### src/fsp_defs.vh
`ifndef FSP_DEFS_VH
`define FSP_DEFS_VH

// Serial opcodes
`define FSP_OP_WREN      8'h06
`define FSP_OP_WRDI      8'h04
`define FSP_OP_RD_SR1    8'h05
`define FSP_OP_RD_SR2    8'h35
`define FSP_OP_RD_SR3    8'h15
`define FSP_OP_WR_SR1    8'h01
`define FSP_OP_WR_SR2    8'h31
`define FSP_OP_WR_SR3    8'h11
`define FSP_OP_SUSPEND   8'h75
`define FSP_OP_RESUME    8'h7A

// Frame lengths in serial clocks
`define FSP_BITS_CMD     6'd8
`define FSP_BITS_WR      6'd16

// Status word two field positions
`define FSP_SR2_PAUSED   7
`define FSP_SR2_INVERT   6
`define FSP_SR2_LOCK_HI  5
`define FSP_SR2_LOCK_LO  3
`define FSP_SR2_QUAD     1
`define FSP_SR2_LOCKM1   0

// Status word three field positions
`define FSP_SR3_PINSEL   7
`define FSP_SR3_DRV_HI   6
`define FSP_SR3_DRV_LO   5

// Reset values
`define FSP_RST_DRV      2'b10
`define FSP_RST_BIT      1'b0

// Array geometry, 16 MB
`define FSP_ARR_TOP      25'h100_0000
`define FSP_ARR_MAX      24'hFF_FFFF

`endif

### src/fsp_status_protect.v
// Functional notes
// RL1: Lock-down mode (1,0) reverts to (0,0) at power-up
// RL2: Quad select defaults 0; 1 turns pins to data
// RL3: Host avoids quad select with strapped guard pins
// RL4: Three OTP lock bits at 13..11, default 0
// RL5: Lock bits set individually, never cleared; power-cycle reset clears them to 000
// RL6: Invert bit at 14, default 0, steers region
// RL7: Suspend opcode 75H sets erase paused flag
// RL8: Resume 7AH or power cycle clears paused flag
// RL9: Pin select 0 pause, 1 active-low reset
// RL10: Pause and reset only while quad select 0
// RL11: Strength field 00/01/10/11 gives 25..100 percent
// RL12: Codes 000 none, 111 whole array
// RL13: Range bit4 0: fractions 1/64..1/2, top/bottom
// RL14: Range bit4 1: 4K..32K regions, top/bottom
// RL15: Invert protects the exact complement region
// RL16: Write latch clears even on refused writes
// RL17: Range bits writable unless hardware protected
// RL18: Refuse array operation touching protected region
`timescale 1ns/100ps
`include "fsp_defs.vh"

module fsp_status_protect (
  input  wire        REF_CLK,
  input  wire        ARST_N,
  input  wire        CS_N,
  input  wire        SCLK,
  input  wire        SI,
  output wire        SO_O,
  output wire        SO_OE,
  input  wire        WP_IO2_I,
  input  wire        HOLD_IO3_I,
  input  wire        ARR_BUSY,
  input  wire        ARR_OP_REQ,
  input  wire [23:0] ARR_OP_LO,
  input  wire [23:0] ARR_OP_HI,
  output wire        ARR_OP_GRANT,
  output wire        QUAD_PIN_SELECT,
  output wire [1:0]  OUTPUT_STRENGTH,
  output wire [2:0]  SECURITY_LOCK_BITS,
  output wire        ERASE_PAUSED_FLAG,
  output wire        WRITE_ENABLE_LATCH,
  output wire        HW_RESET_ACTIVE
);

  // Pin synchronisers, first stage read only by the second
  reg [1:0] sclk_sync_ff;
  reg [1:0] cs_sync_ff;
  reg [1:0] si_sync_ff;
  reg [1:0] wp_sync_ff;
  reg [1:0] hold_sync_ff;
  reg       sclk_d_ff;
  reg       cs_d_ff;

  always @(posedge REF_CLK or negedge ARST_N) begin
    if (!ARST_N) begin
      sclk_sync_ff <= 2'b00;
      cs_sync_ff   <= 2'b11;
      si_sync_ff   <= 2'b00;
      wp_sync_ff   <= 2'b11;
      hold_sync_ff <= 2'b11;
      sclk_d_ff    <= 1'b0;
      cs_d_ff      <= 1'b1;
    end else begin
      sclk_sync_ff <= {sclk_sync_ff[0], SCLK};
      cs_sync_ff   <= {cs_sync_ff[0], CS_N};
      si_sync_ff   <= {si_sync_ff[0], SI};
      wp_sync_ff   <= {wp_sync_ff[0], WP_IO2_I};
      hold_sync_ff <= {hold_sync_ff[0], HOLD_IO3_I};
      sclk_d_ff    <= sclk_sync_ff[1];
      cs_d_ff      <= cs_sync_ff[1];
    end
  end

  // Status bits
  reg       lock_mode0_ff;
  reg       lock_mode1_ff;
  reg [4:0] range_ff;
  reg       wel_ff;
  reg       quad_ff;
  reg [2:0] sec_lock_ff;
  reg       invert_ff;
  reg       paused_ff;
  reg       pin_sel_ff;
  reg [1:0] drv_ff;

  // Shared pin roles exist only while quad select is clear
  wire pin_roles   = ~quad_ff; // RL2 RL10
  wire pause_act   = pin_roles & ~pin_sel_ff & ~hold_sync_ff[1]; // RL9 RL10
  wire hw_rst      = pin_roles & pin_sel_ff & ~hold_sync_ff[1]; // RL9 RL10
  wire guard_low   = pin_roles & ~wp_sync_ff[1];

  // Pause freezes the serial engine; a frame held high is idle
  wire cs_active   = ~cs_sync_ff[1] & ~hw_rst;
  wire sclk_rise   = sclk_sync_ff[1] & ~sclk_d_ff & cs_active & ~pause_act;
  wire sclk_fall   = ~sclk_sync_ff[1] & sclk_d_ff & cs_active & ~pause_act;
  wire cs_rise     = cs_sync_ff[1] & ~cs_d_ff;

  // Frame shifter
  reg [5:0] bit_cnt_ff;
  reg [7:0] op_ff;
  reg [7:0] shin_ff;
  reg [7:0] data_ff;
  reg [7:0] shout_ff;
  reg       reading_ff;

  wire [7:0] shin_nxt = {shin_ff[6:0], si_sync_ff[1]};

  // Status words as read back
  wire [7:0] sr1 = {lock_mode0_ff, range_ff, wel_ff, ARR_BUSY};
  wire [7:0] sr2 = {paused_ff, invert_ff, sec_lock_ff, 1'b0, quad_ff, lock_mode1_ff};
  wire [7:0] sr3 = {pin_sel_ff, drv_ff, 5'b0_0000};

  reg [7:0] rd_word;
  always @* begin
    case (op_ff)
      `FSP_OP_RD_SR1: rd_word = sr1;
      `FSP_OP_RD_SR2: rd_word = sr2;
      default:        rd_word = sr3;
    endcase
  end

  wire [7:0] shin_op = (bit_cnt_ff == 6'd7) ? shin_nxt : op_ff;
  wire is_read = (shin_op == `FSP_OP_RD_SR1) | (shin_op == `FSP_OP_RD_SR2) |
                 (shin_op == `FSP_OP_RD_SR3);

  // Serial capture on rising edges, shift out on falling edges
  always @(posedge REF_CLK or negedge ARST_N) begin
    if (!ARST_N) begin
      bit_cnt_ff <= 6'd0;
      op_ff      <= 8'h00;
      shin_ff    <= 8'h00;
      data_ff    <= 8'h00;
      shout_ff   <= 8'h00;
      reading_ff <= 1'b0;
    end else if (!cs_active) begin
      bit_cnt_ff <= 6'd0;
      reading_ff <= 1'b0;
    end else if (sclk_rise) begin
      shin_ff <= shin_nxt;
      if (bit_cnt_ff != 6'd63)
        bit_cnt_ff <= bit_cnt_ff + 6'd1;
      if (bit_cnt_ff == 6'd7) begin
        op_ff      <= shin_nxt;
        reading_ff <= is_read;
      end
      if (bit_cnt_ff == 6'd15)
        data_ff <= shin_nxt;
    end else if (sclk_fall && reading_ff) begin
      // Reload each byte so a status read repeats its word for seven bytes, then shifts zeros
      if (bit_cnt_ff[2:0] == 3'd0)
        shout_ff <= rd_word;
      else
        shout_ff <= {shout_ff[6:0], 1'b0};
    end
  end

  assign SO_O  = shout_ff[7];
  assign SO_OE = reading_ff & cs_active & ~pause_act;

  // Command completes on select release at an exact byte count
  wire done_cmd = cs_rise & ~hw_rst & (bit_cnt_ff == `FSP_BITS_CMD);
  wire done_wr  = cs_rise & ~hw_rst & (bit_cnt_ff == `FSP_BITS_WR);
  wire wr_sr1   = done_wr & (op_ff == `FSP_OP_WR_SR1);
  wire wr_sr2   = done_wr & (op_ff == `FSP_OP_WR_SR2);
  wire wr_sr3   = done_wr & (op_ff == `FSP_OP_WR_SR3);
  wire wr_any   = wr_sr1 | wr_sr2 | wr_sr3;

  // Lock mode 01 with guard low, 10 and 11 all forbid status writes
  wire sr_locked = lock_mode1_ff | (lock_mode0_ff & guard_low); // RL17
  wire sr_write_ok = wel_ff & ~sr_locked & ~ARR_BUSY;

  // Protected region decode for invert clear
  wire [2:0] code    = range_ff[2:0];
  reg  [24:0] size;
  always @* begin
    if (!range_ff[4])
      size = 25'h002_0000 << code; // RL13
    else if (code[2])
      size = 25'h000_8000; // RL14
    else
      size = 25'h000_0800 << code; // RL14
  end

  wire none_code = (code == 3'b000); // RL12
  wire all_code  = (code == 3'b111); // RL12
  wire [24:0] base_lo = range_ff[3] ? 25'h000_0000 : (`FSP_ARR_TOP - size);
  wire [24:0] base_hi = range_ff[3] ? (size - 25'h000_0001) : {1'b0, `FSP_ARR_MAX};
  wire [24:0] reg_lo  = all_code ? 25'h000_0000 : base_lo;
  wire [24:0] reg_hi  = all_code ? {1'b0, `FSP_ARR_MAX} : base_hi;

  // Overlap of target with region, or with its complement when inverted
  wire [24:0] t_lo = {1'b0, ARR_OP_LO};
  wire [24:0] t_hi = {1'b0, ARR_OP_HI};
  wire hit_region  = ~none_code & (t_lo <= reg_hi) & (t_hi >= reg_lo);
  wire hit_compl   = none_code | (t_lo < reg_lo) | (t_hi > reg_hi);
  wire hit_prot    = invert_ff ? hit_compl : hit_region; // RL15 RL6
  assign ARR_OP_GRANT = ARR_OP_REQ & wel_ff & ~hit_prot; // RL18 RL17

  // Status bit update; reset is the power cycle
  always @(posedge REF_CLK or negedge ARST_N) begin
    if (!ARST_N) begin
      lock_mode0_ff <= `FSP_RST_BIT; // RL1
      lock_mode1_ff <= `FSP_RST_BIT; // RL1
      range_ff      <= 5'b0_0000;
      wel_ff        <= `FSP_RST_BIT;
      quad_ff       <= `FSP_RST_BIT; // RL2
      sec_lock_ff   <= 3'b000; // RL4
      invert_ff     <= `FSP_RST_BIT; // RL6
      paused_ff     <= `FSP_RST_BIT; // RL8
      pin_sel_ff    <= `FSP_RST_BIT; // RL9
      drv_ff        <= `FSP_RST_DRV; // RL11
    end else if (hw_rst) begin
      // Reset pin drops volatile state only; lock-down waits for power
      wel_ff    <= 1'b0;
      paused_ff <= 1'b0;
    end else begin
      // Latch clears after any attempt, refused or not
      if (done_cmd && op_ff == `FSP_OP_WREN)
        wel_ff <= 1'b1;
      else if ((done_cmd && op_ff == `FSP_OP_WRDI) || wr_any || ARR_OP_REQ)
        wel_ff <= 1'b0; // RL16
      if (done_cmd && op_ff == `FSP_OP_SUSPEND && ARR_BUSY)
        paused_ff <= 1'b1; // RL7
      else if (done_cmd && op_ff == `FSP_OP_RESUME)
        paused_ff <= 1'b0; // RL8
      if (wr_sr1 && sr_write_ok) begin
        lock_mode0_ff <= data_ff[7];
        range_ff      <= data_ff[6:2]; // RL17
      end
      if (wr_sr2 && sr_write_ok) begin
        invert_ff     <= data_ff[`FSP_SR2_INVERT]; // RL6
        sec_lock_ff   <= sec_lock_ff | data_ff[`FSP_SR2_LOCK_HI:`FSP_SR2_LOCK_LO]; // RL5
        quad_ff       <= data_ff[`FSP_SR2_QUAD]; // RL2
        lock_mode1_ff <= data_ff[`FSP_SR2_LOCKM1];
      end
      if (wr_sr3 && sr_write_ok) begin
        pin_sel_ff <= data_ff[`FSP_SR3_PINSEL]; // RL9
        drv_ff     <= data_ff[`FSP_SR3_DRV_HI:`FSP_SR3_DRV_LO]; // RL11
      end
    end
  end

  assign QUAD_PIN_SELECT    = quad_ff;
  assign OUTPUT_STRENGTH    = drv_ff; // RL11
  assign SECURITY_LOCK_BITS = sec_lock_ff;
  assign ERASE_PAUSED_FLAG  = paused_ff;
  assign WRITE_ENABLE_LATCH = wel_ff;
  assign HW_RESET_ACTIVE    = hw_rst;

endmodule // fsp_status_protect

### config.mk
export PLATFORM = sky130hd
export DESIGN_NAME = fsp_status_protect
export DESIGN_NICKNAME = d
export VERILOG_FILES = /design/src/fsp_status_protect.v
export VERILOG_INCLUDE_DIRS = /design/src
export SDC_FILE = /design/constraint.sdc
export NUM_CORES = 1
export LEC_CHECK = 0
export ABC_CLOCK_PERIOD_IN_PS = 4800
export BUFFER_PORTS_ARGS = -buffer_cell sky130_fd_sc_hd__buf_2
export CAP_MARGIN = 15
export CORE_ASPECT_RATIO = 1.1
export CORE_MARGIN = 2
export CORE_UTILIZATION = 45
export DETAILED_ROUTE_END_ITERATION = 16
export PLACE_DENSITY_LB_ADDON = 0.12
export SKIP_CTS_REPAIR_TIMING = 1
export SYNTH_ARGS = -nofsm -noshare
export SYNTH_HDL_FRONTEND = slang
export SYNTH_SLANG_ARGS = --single-unit
### constraint.sdc
create_clock -name REF_CLK -period 4.8 [get_ports REF_CLK]
set_clock_uncertainty 0.05 [all_clocks]
set_input_delay 0.24 -clock REF_CLK [delete_from_list [all_inputs] [get_ports REF_CLK]]
set_output_delay 0.24 -clock REF_CLK [all_outputs]
set_load 0.1 [all_outputs]
# Yosys cells after proc, flatten, opt, wreduce, memory -nomap -nowiden
# Index checks and enable logic that the tools add are counted.
# W data, S select, Z words.
[word_totals] input_bits=57 reg_bits=67
[op_classes] reduce_logical=23 muxes=22 n_addsub=3 eq_ne=21 shifts=2 n_lt_le_gt_ge=4 bitwise_logic=51
[op_table] op="$mux W25" n=6
[op_table] op="$eq A8 B3 Y1 const B" n=4
[op_table] op="$and A1 B1 Y1" n=28
[op_table] op="$ge A24 B25 Y1" n=1
[op_table] op="$gt A24 B25 Y1" n=1
[op_table] op="$le A24 B25 Y1" n=1
[op_table] op="$lt A24 B25 Y1" n=1
[op_table] op="$shl A12 B3 Y25 const A" n=1
[op_table] op="$shl A18 B3 Y25 const A" n=1
[op_table] op="$sub A25 B1 Y25 const B" n=1
[op_table] op="$sub A25 B25 Y25 const A" n=1
[op_table] op="$eq A8 B6 Y1 const B" n=3
[op_table] op="$mux W6" n=3
[op_table] op="$eq A8 B5 Y1 const B" n=2
[op_table] op="$eq A8 B7 Y1 const B" n=2
[op_table] op="$mux W8" n=2
[op_table] op="$pmux W8 S2" n=1
[op_table] op="$not A1 Y1" n=15
[op_table] op="$eq A6 B4 Y1 const B" n=2
[op_table] op="$reduce_and A2 Y1" n=6
[op_table] op="$mux W1" n=10
[op_table] op="$logic_and A1 B1 Y1" n=9
[op_table] op="$eq A8 B1 Y1 const B" n=1
[op_table] op="$or A1 B1 Y1" n=7
[op_table] op="11 further kinds" n=17

# Depth between registers and ports, before layout
[logic_depth] ltp_word=14 mapped_depth=15

# Worst setup path after synthesis
# No wires, ideal clock.
[synth_path] path_kind="flip-flop to output port" startpoint="register range_ff[4]" endpoint="output port ARR_OP_GRANT" slack_ps=267 n_path_buf=0 stages_incl_launch_ff=15 t_arrival_ps=4243 required_ps=4510 path_cell_list="dfrtp_1 inv_1 nor2_1 nand3b_1 ha_1 nor2b_1 o21ai_0 o311ai_0 ha_1 a211oi_1 nor2_1 nor3_1 nor2_1 or4_1 a22oi_1"
[synth_via] elab_chain_len=10
[synth_lines] element="start: declaration" line_no="fsp_status_protect.v:78" text="reg [4:0] range_ff;"
[synth_lines] element="start signal: assignment" line_no="fsp_status_protect.v:229" text="range_ff <= data_ff[6:2];"
[synth_lines] element="$mux W25 *" line_no="fsp_status_protect.v:177" text="if (!range_ff[4])"
[synth_lines] element="$sub A25 B1 Y25 or $sub A25 B25 Y25 (tied branches)"
[synth_lines] element="$mux W25 (on tied branches)" line_no="fsp_status_protect.v:188, fsp_status_protect.v:187"
[synth_lines] element="$mux W25 (on tied branches)" line_no="fsp_status_protect.v:190, fsp_status_protect.v:189"
[synth_lines] element="$le A24 B25 Y1 or $lt A24 B25 Y1 (tied branches)" line_no="fsp_status_protect.v:195, fsp_status_protect.v:196"
[synth_lines] element="$and A1 B1 Y1 or $or A1 B1 Y1 (tied branches) (2 in a row)" line_no="fsp_status_protect.v:195, fsp_status_protect.v:196"
[synth_lines] element="$mux W1 *" line_no="fsp_status_protect.v:197" text="wire hit_prot = invert_ff ? hit_compl : hit_region;"
[synth_lines] element="$not A1 Y1 *" line_no="fsp_status_protect.v:198" text="assign ARR_OP_GRANT = ARR_OP_REQ & wel_ff & ~hit_prot;"
[synth_lines] element="$and A1 B1 Y1 *" line_no="fsp_status_protect.v:198"
[synth_lines] element="end: declaration" line_no="fsp_status_protect.v:37" text="output wire ARR_OP_GRANT,"
# Every way passes the cells marked *; elsewhere a longest branch is shown, timed or not.

# Worst setup path in the final report
# Ends and elaborated chain as after synthesis.

==> impl_metrics.py <==
metrics = {
    "status": {
        "status": "finished, final reports clean",
    },
    "timing": {
        "fmax_mhz": 229,
        "period_minus_slack_ps": 4370,
        "setup_viol": 0,
        "maxSlewViolCount": 0,
        "tightest_slew_ps": 836,
        "finalCritPeriodShare": 0.911,
        "grt_setup_unrepaired": "false",
        "fin_tns_setup_ps": 0,
        "slew_headroom": 0.442,
        "finalHoldViolCount": 0,
    },
    "layout": {
        "drive_above_1_share": 0.271,
        "nets": 625,
        "instances_no_fill": 637,
        "antenna_cells": 0,
        "area_delta_synth_final_pct": 15.9,
    },
    "logic_synthesis": {
        "ys_seq_elements": 67,
        "yosysWarnings": 0,
        "syn_area_um2": 4440,
        "synthSimpleGateAreaFrac": 0.188,
        "synthMuxAreaShare": 0.0886,
        "seq_area_frac_synth": 0.380,
        "synth-edff-count": 0,
        "synth_adder_area_share": 0.158,
        "synth_xor_area_frac": 0.00592,
        "synth_cells": 438,
        "synthArstFlopShare": 1.00,
        "synth_top_family_by_area": "simple AND/OR/NAND/NOR gates",
        "synth_top_flop_cell": "dfrtp_1",
        "syn_nets": 551,
        "synth_compound_area_frac": 0.161,
        "syn_avg_cell_area_um2": 10.1,
        "ys_types": 60,
    },
    "clocking": {
        "cts-buffers-inserted": 9,
        "htreeDepth": 3,
        "root_buffer": "clkbuf_8",
        "cts_sinks": 67,
        "path_clk_slew_ps": 70,
        "tritoncts": "built",
        "clkLatencyLatePin_ps": 330,
        "clockBufferDepth": 2,
    },
    "pwr": {
        "total_power_w": 0.00118,
        "p_leak_nw": 2.54,
        "p_per_area_nw_per_um2": 229,
        "ir_drop_uv": 263,
    },
    "hold_path": {
        "min_path_type": "primary input to asynchronous set/reset pin",
    },
    "floorplanning": {
        "coreArea_um2": 9750,
        "start_util": 0.455,
        "die_x_um": 98.7,
        "die_h_um": 108,
        "io_pins": 69,
        "die_area_um2": 10700,
        "core.rowCount": 38,
    },
    "global_routing": {
        "use_met2": 0.358,
        "grt_max_degree": 68,
        "busiest_layer": "met2",
        "met1_usage": 0.240,
        "use_met3": 0.0317,
        "grt_overflow_total": 0,
        "grt_pass1_wl_um": 16900,
        "groute.usage.overall": 0.203,
        "antenna_found_initial": 0,
        "grt_pass1_vias": 3554,
    },
    "route": {
        "firstDrtPassIters": 4,
        "via_per_inst": 5.72,
        "ant_nets": 0,
        "drc": 0,
        "post_drt_wl_per_cell_um": 16.6,
        "vias": 3646,
        "finalWirelength_um": 10500,
        "drt_iter0_drc": 162,
    },
    "worst_setup_path": {
        "path_common_cell": "a21oi_1",
        "worstPathMaxFanout": 16,
        "crit_path_start_kind": "register",
        "crit_slowest_cell": "dfrtp_2",
        "cp.required_ps": 4510,
        "critPathArrivalTime_ps": 4080,
        "cp_top_family": "simple AND/OR/NAND/NOR gates",
        "crit_chain": "inv_1 > nor2_1 > nand3b_1 > ha_1 > nor3_1 > a21oi_1 > a21oi_1 > a211oi_1 > ha_1 > nand2_1 > nor3_1 > o31ai_1 > o2111ai_1 > a21oi_1 > a22oi_1 > clkbuf_4",
        "cp_num_buf_inv": 2,
        "cp_slowest_stage_delay_ps": 510,
        "path_class": "register to output port",
        "end_kind": "output port",
    },
    "placed_design": {
        "place_congestion": 0.888,
        "io_buffers": 68,
        "dp_hpwl_um": 8340,
        "dpl.cell_count": 616,
    },
    "flow_run": {
        "cap_viol_max_count": 0,
    },
}
[synth_stat cells, types with 5 or more instances]
cell type  instances  area (um^2)
inv_1              9         33.8
clkbuf_1          10         37.5
o21ai_0           28          140
nor3_1            12         60.1
nand2_1           34          128
mux2_2            32          360
nand3_1           11         55.1
nor2_1            32          120
a221o_1            7         70.1
dfstp_2            8          210
a21oi_1           27          135
ha_1              56          701
and3_1             5         31.3
nand4_1           10         62.6
nand2b_1           5         31.3
a21o_1            14          105
dfrtp_1           59         1480
a211oi_1           7         52.6
[sequential cells by signal, indices dropped and copies added (netlist names), 2 cells and up]
signal / flops
shin_ff: 7
range_ff: 5
bit_cnt_ff: 6
si_sync_ff: 2
wp_sync_ff: 2
data_ff: 8
SECURITY_LOCK_BITS: 3
sclk_sync_ff: 2
op_ff: 8
shout_ff: 8
OUTPUT_STRENGTH: 2
hold_sync_ff: 2
cs_sync_ff: 2
[layout by cell type (no fill, tap or decap), types with 12 or more instances in the layout]
cell,count
buf_2,67
ha_1,56
a21o_1,14
mux2_2,32
o21ai_0,28
a21oi_1,27
nand2_1,34
nor2_1,32
nor3_1,12
dfrtp_1,58
[routing by layer]
| metal | vias up | share of wire |
|---|---|---|
| met3 | 25 | 0.034 |
| met1 | 1745 | 0.43 |
| met4 | 0 | 0.035 |
| li1 | 1800 | - |
| met5 | - | 0 |
| met2 | 76 | 0.50 |
[power by group]
group          switching, W  internal (W)
sequential        0.0000264      0.000588
clock              0.000201      0.000249
combinational     0.0000561     0.0000559
[worst paths after layout]
kind	start	to	slack [ps]	depth (start not counted)
min reg2reg	sclk_sync_ff[0]	sclk_sync_ff[1]	300	0
max	range_ff[4]	ARR_OP_GRANT	430	16
max in group asynchronous	ARST_N	range_ff[4]	4070	2
max reg2reg	bit_cnt_ff[0]	QUAD_PIN_SELECT	2390	7
min	ARST_N	si_sync_ff[1]	30	2
min in group REF_CLK	ARR_OP_REQ	WRITE_ENABLE_LATCH	220	3
[kinds of logic after synthesis]
family,count (synthesis)
buffers and inverters,21
AND/OR/NAND/NOR,151
adder cells (fa/ha/maj),56
AO/OA/AOI/OAI,105
multiplexers,35
XOR/XNOR,3
flip-flops,67
[final cells by class]
type | count | area [um^2]
sequential | 67 | 1690
tap | 120 | 150
multi-input combinational | 350 | 2670
timing repair buffer | 75 | 408
fill | 904 | 4610
clock buffer | 10 | 138
clock inverter | 6 | 55.1
inverter | 9 | 33.8
[through the flow]
stage	hold slack, ps	setup slack [ps]	util	cell area (um^2)
after global routing	106	52.4	0.527	5140
after CTS	-73.6	184	0.522	5090
after floorplan	-106	267	-	4440
after global placement	282	657	0.502	4890
final	28.5	428	0.527	5140
after detailed placement	294	572	0.502	4890
Power figures use the tool's default switching activity.
